--- config.mk ---
export PLATFORM = sky130hd
export DESIGN_NAME = mbpt_port
export DESIGN_NICKNAME = d
export VERILOG_FILES = /design/src/design/mbpt_pkg.sv /design/src/design/mbpt_port.sv
export SDC_FILE = /design/constraint.sdc
export NUM_CORES = 1
export LEC_CHECK = 0
export BUFFER_PORTS_ARGS = -buffer_cell sky130_fd_sc_hd__clkbuf_2
export CAP_MARGIN = 20
export CORE_MARGIN = 2
export CORE_UTILIZATION = 61
export CTS_BUF_LIST = sky130_fd_sc_hd__clkbuf_4 sky130_fd_sc_hd__clkbuf_8 sky130_fd_sc_hd__clkbuf_16
export CTS_CLUSTER_SIZE = 25
export DETAILED_ROUTE_END_ITERATION = 8
export PLACE_DENSITY = 0.83
export SLEW_MARGIN = 0
export SYNTH_ARGS = -nofsm -noshare
export SYNTH_HDL_FRONTEND = slang
export SYNTH_HIERARCHICAL = 1
export SYNTH_SLANG_ARGS = --single-unit
--- constraint.sdc ---
create_clock -name clk -period 6.3 [get_ports clk]
set_clock_uncertainty 0.2 [all_clocks]
set_input_delay 1.26 -clock clk [delete_from_list [all_inputs] [get_ports clk]]
set_output_delay 1.26 -clock clk [all_outputs]
set_load 0.1 [all_outputs]
--- src/design/mbpt_pkg.sv ---
// Constants and types for the serial master port translator
package mbpt_pkg;
  // Clock and reply-interval time base
  localparam int unsigned CLK_HZ = 125_000_000;
  localparam int unsigned REPLY_UNIT_US = 1000;
  localparam int unsigned TICK_CYCLES = (CLK_HZ / 1_000_000) * REPLY_UNIT_US;
  localparam int unsigned TICK_W = 17;

  // Coil translation
  localparam logic [15:0] COILS_PER_REG = 16'h0010;
  localparam logic [15:0] FIRST_COIL = 16'h0001;
  localparam logic [15:0] ONE_REG = 16'h0001;
  localparam logic [15:0] COIL_ON = 16'hff00;
  localparam logic [15:0] COIL_OFF = 16'h0000;

  // Retry limit: transmissions per request
  localparam logic [1:0] MAX_TX = 2'h3;

  // Function codes on the serial line
  localparam logic [7:0] FC_RD_COILS = 8'h01;
  localparam logic [7:0] FC_RD_REGS = 8'h03;
  localparam logic [7:0] FC_WR_COIL = 8'h05;
  localparam logic [7:0] FC_WR_COILS = 8'h0f;
  localparam logic [7:0] FC_WR_REGS = 8'h10;

  // Request queue
  localparam int unsigned FIFO_DEPTH = 16;
  localparam int unsigned REQ_W = 47;

  // Reset values
  localparam logic [15:0] RST_WORD = 16'h0000;
  localparam logic [7:0] RST_BYTE = 8'h00;

  typedef enum logic [2:0] {
    MBPT_OP_RD_REGS = 3'b000,
    MBPT_OP_WR_REGS = 3'b001,
    MBPT_OP_RD_COILS = 3'b010,
    MBPT_OP_WR_COILS = 3'b011,
    MBPT_OP_WR_ONE_COIL = 3'b100
  } mbpt_op_e;

  typedef enum logic [1:0] {
    MBPT_POINT_TO_POINT_DRIVER = 2'b00,
    MBPT_DRIVER_MODE_A = 2'b01,
    MBPT_DRIVER_MODE_B = 2'b10
  } mbpt_drv_e;

  typedef enum logic [1:0] {
    MBPT_ST_IDLE = 2'b00,
    MBPT_ST_SEND = 2'b01,
    MBPT_ST_WAIT = 2'b10
  } mbpt_state_e;
endpackage

--- src/design/mbpt_port.sv ---
// Request queue and serial master port translator with driver control
`timescale 1ns/1ps
`default_nettype none

// Summary of operation
// - Coil start = ((register index + offset - 1) * 16) + 1 for bit requests.
// - Coil translation applies only to function codes 1, 5 and 15.
// - Each register maps to sixteen coils starting on a sixteen-coil boundary.
// - First coil is register bit zero; later bits map to following coils.
// - After sending, wait up to the programmed reply interval for a valid reply.
// - On no valid reply, resend the identical request and wait again.
// - At most two resends, so at most three transmissions per request.
// - Point-to-point mode keeps the driver on and allows full duplex.
// - Mode A drives the line while CTS is asserted, floats it otherwise.
// - Mode B drives as mode A and disables the receiver while transmitting.

module mbpt_fifo #(
  parameter int unsigned WIDTH = 8,
  parameter int unsigned DEPTH = 16
) (
  // Clock and reset
  input wire logic clk,
  input wire logic srst,
  // Fill side
  input wire logic in_valid,
  output logic in_ready,
  input wire logic [WIDTH-1:0] in_data,
  // Drain side
  output logic out_valid,
  input wire logic out_ready,
  output logic [WIDTH-1:0] out_data
);
  localparam int unsigned AW = $clog2(DEPTH);
  logic [WIDTH-1:0] mem_q [DEPTH];
  logic [AW-1:0] wr_q;
  logic [AW-1:0] rd_q;
  logic [AW:0] cnt_q;
  logic push;
  logic pop;

  assign in_ready = (cnt_q != (AW+1)'(DEPTH));
  assign out_valid = (cnt_q != '0);
  assign out_data = mem_q[rd_q];
  assign push = in_valid && in_ready;
  assign pop = out_valid && out_ready;

  always_ff @(posedge clk) begin
    if (srst) begin
      wr_q <= '0;
      rd_q <= '0;
      cnt_q <= '0;
    end else begin
      if (push) begin
        wr_q <= (wr_q == AW'(DEPTH - 1)) ? '0 : AW'(wr_q + 1'b1);
      end
      if (pop) begin
        rd_q <= (rd_q == AW'(DEPTH - 1)) ? '0 : AW'(rd_q + 1'b1);
      end
      cnt_q <= (AW+1)'(cnt_q + {AW'(0), push} - {AW'(0), pop});
    end
  end

  // Storage carries no reset; only the pointers define what is valid
  for (genvar i = 0; i < DEPTH; i++) begin : g_ent
    always_ff @(posedge clk) begin
      if (push && (wr_q == AW'(i))) begin
        mem_q[i] <= in_data;
      end
    end
  end
endmodule

module mbpt_port #(
  parameter int unsigned TICK = mbpt_pkg::TICK_CYCLES
) (
  // Clock and reset
  input wire logic clk,
  input wire logic srst,
  // Upstream request
  input wire logic req_valid,
  output logic req_ready,
  input wire mbpt_pkg::mbpt_op_e req_op,
  input wire logic [7:0] req_slave,
  input wire logic [15:0] req_index,
  input wire logic [3:0] req_bit_sel,
  input wire logic [15:0] req_data,
  // Upstream completion
  output logic done_valid,
  output logic done_fail,
  output logic [15:0] done_data,
  // Configuration
  input wire logic [15:0] addr_offset,
  input wire logic [15:0] reply_timeout_ms,
  input wire mbpt_pkg::mbpt_drv_e driver_mode,
  // Frame to serializer
  output logic frm_valid,
  input wire logic frm_ready,
  output logic [7:0] frm_slave,
  output logic [7:0] frm_func,
  output logic [15:0] frm_addr,
  output logic [15:0] frm_qty,
  output logic [15:0] frm_data,
  // Reply from deserializer
  input wire logic rpl_valid,
  input wire logic rpl_ok,
  input wire logic [15:0] rpl_data,
  input wire logic tx_busy,
  // Line transceiver
  input wire logic cts,
  output logic tx_drv_oe,
  output logic rx_enable,
  // Status
  output logic [1:0] tx_count
);
  import mbpt_pkg::*;

  localparam logic [TICK_W-1:0] TICK_LAST = TICK_W'(TICK - 1);

  typedef struct packed {
    mbpt_state_e st;
    logic [1:0] tries;
    logic [TICK_W-1:0] tick;
    logic [15:0] ms_left;
    logic frm_valid;
    logic [7:0] slave;
    logic [7:0] func;
    logic [15:0] addr;
    logic [15:0] qty;
    logic [15:0] data;
    logic [3:0] bit_sel;
    logic done_valid;
    logic done_fail;
    logic [15:0] done_data;
    logic cts_m;
    logic cts_s;
    logic tx_oe;
    logic rx_en;
  } mbpt_port_s;

  mbpt_port_s s_q;
  mbpt_port_s s_d;

  logic q_valid;
  logic q_ready;
  logic [REQ_W-1:0] q_data;
  logic [2:0] q_op_bits;
  mbpt_op_e q_op;
  logic [7:0] q_slave;
  logic [15:0] q_index;
  logic [3:0] q_bit_sel;
  logic [15:0] q_wdata;
  logic [15:0] reg_base;
  logic [15:0] coil_base;
  logic reply_good;
  logic timeout_now;

  // Queue absorbs bursts from upstream while a slave is slow to answer
  mbpt_fifo #(
    .WIDTH(REQ_W),
    .DEPTH(FIFO_DEPTH)
  ) u_fifo (
    .clk(clk),
    .srst(srst),
    .in_valid(req_valid),
    .in_ready(req_ready),
    .in_data({req_op, req_slave, req_index, req_bit_sel, req_data}),
    .out_valid(q_valid),
    .out_ready(q_ready),
    .out_data(q_data)
  );

  // Enum field is recovered by an explicit cast, not through the bit unpacking
  assign {q_op_bits, q_slave, q_index, q_bit_sel, q_wdata} = q_data;
  assign q_op = mbpt_op_e'(q_op_bits);
  assign q_ready = (s_q.st == MBPT_ST_IDLE);

  // Wraps at 16 bits like the serial address field
  assign reg_base = 16'(q_index + addr_offset);
  assign coil_base = 16'(16'(reg_base - ONE_REG) * COILS_PER_REG + FIRST_COIL);

  assign reply_good = rpl_valid && rpl_ok;
  assign timeout_now = (s_q.st == MBPT_ST_WAIT) && !reply_good && (s_q.tick == TICK_LAST)
                       && (s_q.ms_left <= 16'h0001);

  always_comb begin
    s_d = s_q;
    s_d.done_valid = 1'b0;
    s_d.cts_m = cts;
    s_d.cts_s = s_q.cts_m;
    case (driver_mode)
      MBPT_POINT_TO_POINT_DRIVER: begin
        s_d.tx_oe = 1'b1;
        s_d.rx_en = 1'b1;
      end
      MBPT_DRIVER_MODE_A: begin
        s_d.tx_oe = s_q.cts_s;
        s_d.rx_en = 1'b1;
      end
      MBPT_DRIVER_MODE_B: begin
        s_d.tx_oe = s_q.cts_s;
        s_d.rx_en = !(tx_busy || s_q.frm_valid);
      end
      default: begin
        s_d.tx_oe = 1'b0;
        s_d.rx_en = 1'b1;
      end
    endcase
    case (s_q.st)
      MBPT_ST_IDLE: begin
        if (q_valid) begin
          s_d.slave = q_slave;
          s_d.bit_sel = q_bit_sel;
          s_d.tries = 2'h0;
          s_d.frm_valid = 1'b1;
          s_d.st = MBPT_ST_SEND;
          case (q_op)
            MBPT_OP_RD_COILS: begin
              s_d.func = FC_RD_COILS;
              s_d.addr = coil_base;
              s_d.qty = COILS_PER_REG;
              s_d.data = RST_WORD;
            end
            MBPT_OP_WR_COILS: begin
              // Register bit 0 goes to the first coil of the group
              s_d.func = FC_WR_COILS;
              s_d.addr = coil_base;
              s_d.qty = COILS_PER_REG;
              s_d.data = q_wdata;
            end
            MBPT_OP_WR_ONE_COIL: begin
              s_d.func = FC_WR_COIL;
              s_d.addr = 16'(coil_base + {12'h000, q_bit_sel});
              s_d.qty = ONE_REG;
              s_d.data = q_wdata[q_bit_sel] ? COIL_ON : COIL_OFF;
            end
            MBPT_OP_WR_REGS: begin
              s_d.func = FC_WR_REGS;
              s_d.addr = reg_base;
              s_d.qty = ONE_REG;
              s_d.data = q_wdata;
            end
            default: begin
              s_d.func = FC_RD_REGS;
              s_d.addr = reg_base;
              s_d.qty = ONE_REG;
              s_d.data = RST_WORD;
            end
          endcase
        end
      end
      MBPT_ST_SEND: begin
        if (frm_ready) begin
          s_d.frm_valid = 1'b0;
          s_d.tries = 2'(s_q.tries + 2'h1);
          // A zero interval would never let a slave answer; treat it as one unit
          s_d.ms_left = (reply_timeout_ms == RST_WORD) ? ONE_REG : reply_timeout_ms;
          s_d.tick = '0;
          s_d.st = MBPT_ST_WAIT;
        end
      end
      MBPT_ST_WAIT: begin
        if (reply_good) begin
          s_d.done_valid = 1'b1;
          s_d.done_fail = 1'b0;
          s_d.done_data = rpl_data;
          s_d.st = MBPT_ST_IDLE;
        end else if (s_q.tick == TICK_LAST) begin
          s_d.tick = '0;
          if (s_q.ms_left <= 16'h0001) begin
            if (s_q.tries == MAX_TX) begin
              s_d.done_valid = 1'b1;
              s_d.done_fail = 1'b1;
              s_d.done_data = RST_WORD;
              s_d.st = MBPT_ST_IDLE;
            end else begin
              s_d.frm_valid = 1'b1;
              s_d.st = MBPT_ST_SEND;
            end
          end else begin
            s_d.ms_left = 16'(s_q.ms_left - 16'h0001);
          end
        end else begin
          s_d.tick = TICK_W'(s_q.tick + 1'b1);
        end
      end
      default: begin
        s_d.st = MBPT_ST_IDLE;
        s_d.frm_valid = 1'b0;
      end
    endcase
  end

  always_ff @(posedge clk) begin
    if (srst) begin
      s_q <= '0;
      s_q.st <= MBPT_ST_IDLE;
      s_q.rx_en <= 1'b1;
    end else begin
      s_q <= s_d;
    end
  end

  assign frm_valid = s_q.frm_valid;
  assign frm_slave = s_q.slave;
  assign frm_func = s_q.func;
  assign frm_addr = s_q.addr;
  assign frm_qty = s_q.qty;
  assign frm_data = s_q.data;
  assign done_valid = s_q.done_valid;
  assign done_fail = s_q.done_fail;
  assign done_data = s_q.done_data;
  assign tx_drv_oe = s_q.tx_oe;
  assign rx_enable = s_q.rx_en;
  assign tx_count = s_q.tries;
endmodule

`default_nettype wire

==> impl_metrics.csv, run 1 <==
group,metric,value,unit
status,outcome,"completed",
routing,drtAntennaViolNets,0,
clock_network,cts_made_buffers,85,
clock_network,cts_setup_buffers,0,
power_and_ir_drop,ir_drop,0.000388,V
power_and_ir_drop,netSwitchingFraction,0.343,
final_layout,mostFrequentLayoutCells,"752 x edfxtp_1, 193 x mux4_2, 174 x clkbuf_2",
logic_synthesis,synth_edf_count,752,
logic_synthesis,syn_inst,2067,
routing,via_count,20400,
final_layout,mostFrequentLayoutCell,"edfxtp_1",
sta,setup_tns,0,ns
final_layout,area_growth,11.6,%
setup_path,setup.worst_path.start_class,"flip-flop",
sta,finalHoldViolCount,0,
setup_path,crit_type,"flip-flop to flip-flop",
setup_path,rr_worst_depth,13,
setup_path,critPathMaxFanout,37,
routing,drcViolationCount,0,
logic_synthesis,ys_async_sr_fraction,0,
logic_synthesis,syn-mean-instance-area,17.2,sq um
power_and_ir_drop,p_per_area,454,mW/mm^2
final_layout,fin_nets,2332,
power_and_ir_drop,combPwrFrac,0.327,
floorplanning,initial_core_util,0.617,
power_and_ir_drop,p_seq_frac,0.383,
routing,wl_per_cell,29.4,microns
sta,drv_slew,0,
final_layout,fin_cells,3032,
clock_network,hold_buffers,0,
power_and_ir_drop,p_switching,6.19,mW
power_and_ir_drop,p_int,11.8,mW
power_and_ir_drop,clkPwrFrac,0.290,
floorplanning,core,0.0577,sq mm
logic_synthesis,synth_top_flop_cell,"edfxtp_1",
floorplanning,dieArea,0.0603,sq mm
clock_network,h-tree-depth,3,
sta,slew-limit-headroom,0.239,
grt,grt_max_degree,128,
logic_synthesis,yosys_warnings,6,
clock_network,cts_buffer_depth,3,
grt,grt.total_usage,0.298,
routing,first_iter_violations,2599,
sta,setup_viol,0,
logic_synthesis,syn_area,0.0356,sq mm
final_layout,layout-drive-gt1-share,0.259,
setup_path,worst_ep_arrival_time,5.53,ns
floorplanning,io_pins,193,
grt,grt_pass1_vias,20400,
routing,drt_wl_total,89.1,mm
setup_path,cp-end-kind,"flip-flop",
grt,grt_pass1_wl,131,mm
sta,hold_ws,0.246,ns
sta,fin_crit,5.24,ns
clock_network,clk_pin_slew,0.06,ns
worst_hold_path,hold_depth,1,
clock_network,clk_latency,0.64,ns
placed_design,place_hpwl,47.4,mm
placed_design,port_buffers,175,
setup_path,required,6.59,ns
floorplanning,die_h,245,microns
grt,grt_overflow,0,
logic_synthesis,ys_types,77,
clock_network,cts_resized,0,
clock_network,cts_sinks,876,
clock_network,cts-root-buf,"clkbuf_16",
routing,drt_pass1_iterations,6,
floorplanning,die_w,245,microns
clock_network,cts_tree,"yes",
flow_run,maxCapViolCount,0,
placed_design,pre_cts_ws,1.22,ns
logic_synthesis,ys_seq_area_frac,0.705,
worst_hold_path,hp-class,"flip-flop to flip-flop",
sta,period_share,0.832,
power_and_ir_drop,p_leak,13.2,nW
sta,setup_slack,1.06,ns
routing,drt-vias-per-instance,6.72,
logic_synthesis,synth-seq-cells,876,
sta,fmax,191,MHz
sta,rsz0062_at_grt,"no",
placed_design,dp.cells,2870,
sta,tightest_slew,1.14,ns
placed_design,place.gp.congestion,0.903,
grt,antenna_found_initial,10,
floorplanning,rows,88,
-- cell usage after synthesis, types with 5 or more instances --
cell type,count,area [sq um]
buf_1,7,26.3
inv_1,23,86.3
nand2b_1,6,37.5
nand2_1,124,465
clkbuf_1,65,244
nor4_1,6,37.5
a21oi_1,72,360
a21o_1,6,45.0
xor2_1,24,210
nand3_1,28,140
nor3b_1,6,45.0
a22o_1,20,175
nor2b_1,16,100
a22oi_1,118,886
nand4_1,13,81.3
and3_1,10,62.6
ha_1,33,413
nor3_1,28,140
a222oi_1,8,80.1
buf_6,13,146
xnor2_1,19,166
edfxtp_1,752,22600
dfxtp_1,124,2480
o22ai_1,6,37.5
a211oi_1,11,82.6
mux4_2,193,4350
buf_2,18,90.1
buf_4,84,631
and2_1,10,62.6
a31oi_1,5,31.3
nor2_1,119,447
o21ai_0,27,135
-- sequential cells by signal (all words and copies together), names as in the netlist, 2 cells and up, named ones only --
signal,flops
u_fifo/wr_q,4
u_fifo/cnt_q,5
s_q,36
u_fifo/mem_q,752
tx_count,2
frm_func,5
done_data,16
frm_slave,8
frm_qty,2
frm_data,16
u_fifo/rd_q,4
frm_addr,16
-- power groups by stage --
stage	Combinational [mW]	Sequential, mW	Clock [mW]
finish	5.89	6.91	5.24
global route	6.26	6.94	5.49
CTS	5.84	6.91	5.30
detailed placement	5.72	7.02	0
global placement	5.60	7.00	0
floorplan	4.83	6.85	0
-- stage by stage --
step           utilization  total power, mW  cell area, sq um
3_3_place_gp         0.637             12.6             36800
2_1_floorplan            -             11.7             35600
3_5_place_dp         0.638             12.7             36800
4_1_cts              0.688             18.0             39700
6_report             0.688             18.0             39700
5_1_grt              0.688             18.7             39700
-- path summary, 6_finish.rpt --
kind | from | to | slack [ns]
max | flip-flop | frm_addr[14] | 1.06
min reg2reg | s_d[2] | s_q[2] | 0.25
max reg2reg | flip-flop | frm_addr[14] | 1.06
min | s_d[2] | s_q[2] | 0.25
-- routing by layer --
metal	GRT usage	up-vias	wire, microns
li1	-	8431	-
met1	0.385	10200	31100
met2	0.497	1496	44900
met3	0.0656	232	10100
met4	0.117	4	3020
met5	0	-	23
-- critical path, stage by stage (launching register included) --
cell	delay [ns]
dfxtp_4	0.84
mux4_2	0.62
a22oi_1	0.35
nand2_1	0.23
fa_1	0.50
xnor2_1	0.44
and3_1	0.30
o221ai_2	0.20
a2111oi_4	0.42
nand2_1	0.15
xnor2_2	0.21
nor3b_1	0.32
mux2i_1	0.22
a21oi_1	0.08
-- area by class of cell --
class | count | area (sq um)
diodes | 8 | 20.0
clock buffers | 115 | 2520
clock inverters | 39 | 384
fillers | 3449 | 18000
inverters | 25 | 93.8
multi-input cells | 995 | 9480
flip-flops and latches | 876 | 25100
well taps | 765 | 957
repair buffers | 209 | 1180
-- logic make-up (layout without fill, tap and decap cells) --
group | Yosys count | in the layout | share of synthesized area
flops | 876 | 876 | 0.705
simple gates | 388 | 388 | 0.0511
compound gates | 314 | 314 | 0.0625
buf+inv | 212 | 388 | 0.0346
mux | 196 | 196 | 0.123
xor+xnor | 44 | 44 | 0.0110
fa+ha+maj | 36 | 36 | 0.0130
other cells | 1 | 25 | 0.000105
Note: power is estimated with default switching activity, not from simulation.
==> run 2: changes to the inputs <==
--- a/config.mk
+++ b/config.mk
@@ -8,11 +8,11 @@
 export BUFFER_PORTS_ARGS = -buffer_cell sky130_fd_sc_hd__clkbuf_2
 export CAP_MARGIN = 20
 export CORE_MARGIN = 2
-export CORE_UTILIZATION = 61
+export CORE_UTILIZATION = 55
 export CTS_BUF_LIST = sky130_fd_sc_hd__clkbuf_4 sky130_fd_sc_hd__clkbuf_8 sky130_fd_sc_hd__clkbuf_16
 export CTS_CLUSTER_SIZE = 25
 export DETAILED_ROUTE_END_ITERATION = 8
-export PLACE_DENSITY = 0.83
+export PLACE_DENSITY = 0.79
 export SLEW_MARGIN = 0
 export SYNTH_ARGS = -nofsm -noshare
 export SYNTH_HDL_FRONTEND = slang
==> constraint.sdc (replaced) <==
create_clock -name clk -period 4.35 [get_ports clk]
set_clock_uncertainty 0.2 [all_clocks]
set_input_delay 0.87 -clock clk [delete_from_list [all_inputs] [get_ports clk]]
set_output_delay 0.87 -clock clk [all_outputs]
set_load 0.1 [all_outputs]
==> run 2 against run 1 <==
Effect of this change:
- cell area is 2.6% higher
- critical endpoint unchanged
- sequential share of layout area fell by 1.6 points
- via count is 0.41% higher
- cell count rose by 5.2%
- die area is 11% higher
- first-iteration DRC count fell by 0.46%
- clock power grew 43%
- total power is 50% higher
- non-clock buffer count up 67
- hold slack worse by 0.0053 ns
- clock-buffer cell count decreased by 1
- highest routed layer unchanged
- sequential power up 43%
==> impl_metrics.csv, run 2 (synthesis results as in run 1) <==
group,metric,value,unit
floorplanning,io_pins,193,
sta,tightest_slew,1.01,ns
clock_network,cts_made_buffers,87,
placed_design,place_hpwl,48.0,mm
grt,grt_overflow,0,
setup_path,cp-end-kind,"flip-flop",
clock_network,h-tree-depth,3,
final_layout,multi_input_area,0.00971,sq mm
routing,drcViolationCount,0,
sta,setup_viol,0,
floorplanning,die_h,258,microns
routing,drt-vias-per-instance,6.41,
flow_run,maxCapViolCount,0,
final_layout,utilization,0.634,
worst_hold_path,hp-class,"primary input to flip-flop",
clock_network,clk_latency,0.65,ns
final_layout,seqCellArea,0.0251,sq mm
final_layout,reg_top3,"u_fifo/mem_q x752, s_q x36",
power_and_ir_drop,ir_drop,0.000602,V
final_layout,fin_cells,3191,
routing,via_count,20400,
setup_path,setup.worst_path.start_class,"flip-flop",
sta,drv_slew,0,
placed_design,place.gp.congestion,0.877,
routing,drtAntennaViolNets,0,
routing,first_iter_violations,2587,
floorplanning,die_w,258,microns
floorplanning,core,0.0642,sq mm
final_layout,layout-drive-gt1-share,0.298,
setup_path,crit_type,"flip-flop to flip-flop",
sta,period_share,0.992,
clock_network,cts_tree,"yes",
placed_design,pre_cts_ws,-0.0824,ns
floorplanning,rows,93,
placed_design,dp.cells,3016,
setup_path,rr_worst_depth,17,
final_layout,largest_reg_flops,752,
final_layout,area_growth,14.5,%
setup_path,crit_end,"frm_addr[14]",
power_and_ir_drop,p_leak,13.6,nW
sta,fin_crit,4.31,ns
setup_path,rrSetupSlack,0.04,ns
final_layout,mostFrequentLayoutCells,"752 x edfxtp_1, 193 x mux4_2, 174 x clkbuf_2",
status,outcome,"completed",
sta,rsz0062_at_grt,"yes",
final_layout,mostFrequentLayoutCell,"edfxtp_1",
grt,antenna_found_initial,6,
final_layout,fin_nets,2401,
routing,drt_pass1_iterations,5,
setup_path,required,4.65,ns
power_and_ir_drop,p_per_area,662,mW/mm^2
sta,setup_slack,0.0354,ns
floorplanning,initial_core_util,0.554,
grt,grt_pass1_wl,130,mm
sta,fmax,232,MHz
grt,grt_pass1_vias,20400,
sta,slew-limit-headroom,0.327,
routing,drt_wl_total,89.1,mm
grt,grt_max_degree,104,
clock_network,cts_buffer_depth,3,
setup_path,worst_ep_arrival_time,4.62,ns
setup_path,r2r_end,"frm_addr[14]",
routing,wl_per_cell,27.9,microns
setup_path,critPathMaxFanout,7,
clock_network,cts_sinks,876,
sta,finalHoldViolCount,0,
grt,grt.total_usage,0.263,
clock_network,clk_pin_slew,0.06,ns
floorplanning,dieArea,0.0667,sq mm
placed_design,port_buffers,175,
final_layout,top_register,"u_fifo/mem_q",
final_layout,fillers,4263,
clock_network,cts-root-buf,"clkbuf_16",
-- run 2: routing by layer --
layer | track usage | vias up | part of all wire
li1 | - | 8571 | -
met1 | 0.351 | 10300 | 0.36
met2 | 0.435 | 1357 | 0.50
met3 | 0.0536 | 172 | 0.11
met4 | 0.0971 | 2 | 0.028
met5 | 0 | - | 0.000090
-- run 2: worst min path at each step --
| stage | start | to | depth (start not counted) |
|---|---|---|---|
| floorplan | s_d[2] | s_q[2] | 1 |
| global placement | s_d[2] | s_q[2] | 1 |
| detailed placement | s_d[2] | s_q[2] | 1 |
| CTS | driver_mode[1] | rx_enable | 2 |
| global route | driver_mode[1] | rx_enable | 2 |
| finish | driver_mode[1] | rx_enable | 2 |
-- run 2: layout make-up --
class,instances,area share
antenna,6,0.000369
clock buffer,114,0.0597
clock inverter,44,0.0110
inverter,25,0.00230
multi-input combinational,995,0.238
sequential,876,0.615
tap,855,0.0263
timing repair buffer,276,0.0465
-- run 2: critical path: stages (launching register included) --
cell and delay [ns]:
dfxtp_4 0.44, buf_12 0.13, mux4_2 0.53, a22oi_2 0.18, nand2_2 0.12, ha_4 0.19, fa_2 0.44, a21oi_2 0.20
o22ai_2 0.13, xor2_1 0.17, buf_4 0.17, a2111oi_4 0.40, nand3_1 0.21, xnor2_2 0.18, buf_4 0.15, and2_1 0.13
mux2i_1 0.14, a21oi_1 0.09
-- run 2: power by group --
group	internal, mW	switching, mW
registers	9.56	0.308
clock network	4.34	3.15
logic	3.84	5.78
total	17.7	9.24
-- run 2: per-stage QoR --
step	total power [mW]	instance area [sq um]	TNS (ns)	hold slack (ns)
global placement	18.8	37500	0	0.233
CTS	26.7	40500	0	0.218
detailed placement	19.0	37500	-0.129	0.250
global route	28.0	40700	-0.242	0.239
finish	27.0	40700	0	0.241
floorplan	16.9	35700	0	0.214
-- run 2: repair_timing --
item | CTS | global route
cloned | 1 | 1
setup buffers | 4 | 5
pin swaps | 3 | 20
resized for setup | 7 | 41
setup endpoints to repair | 4 | 16
hold buffers | 0 | 0
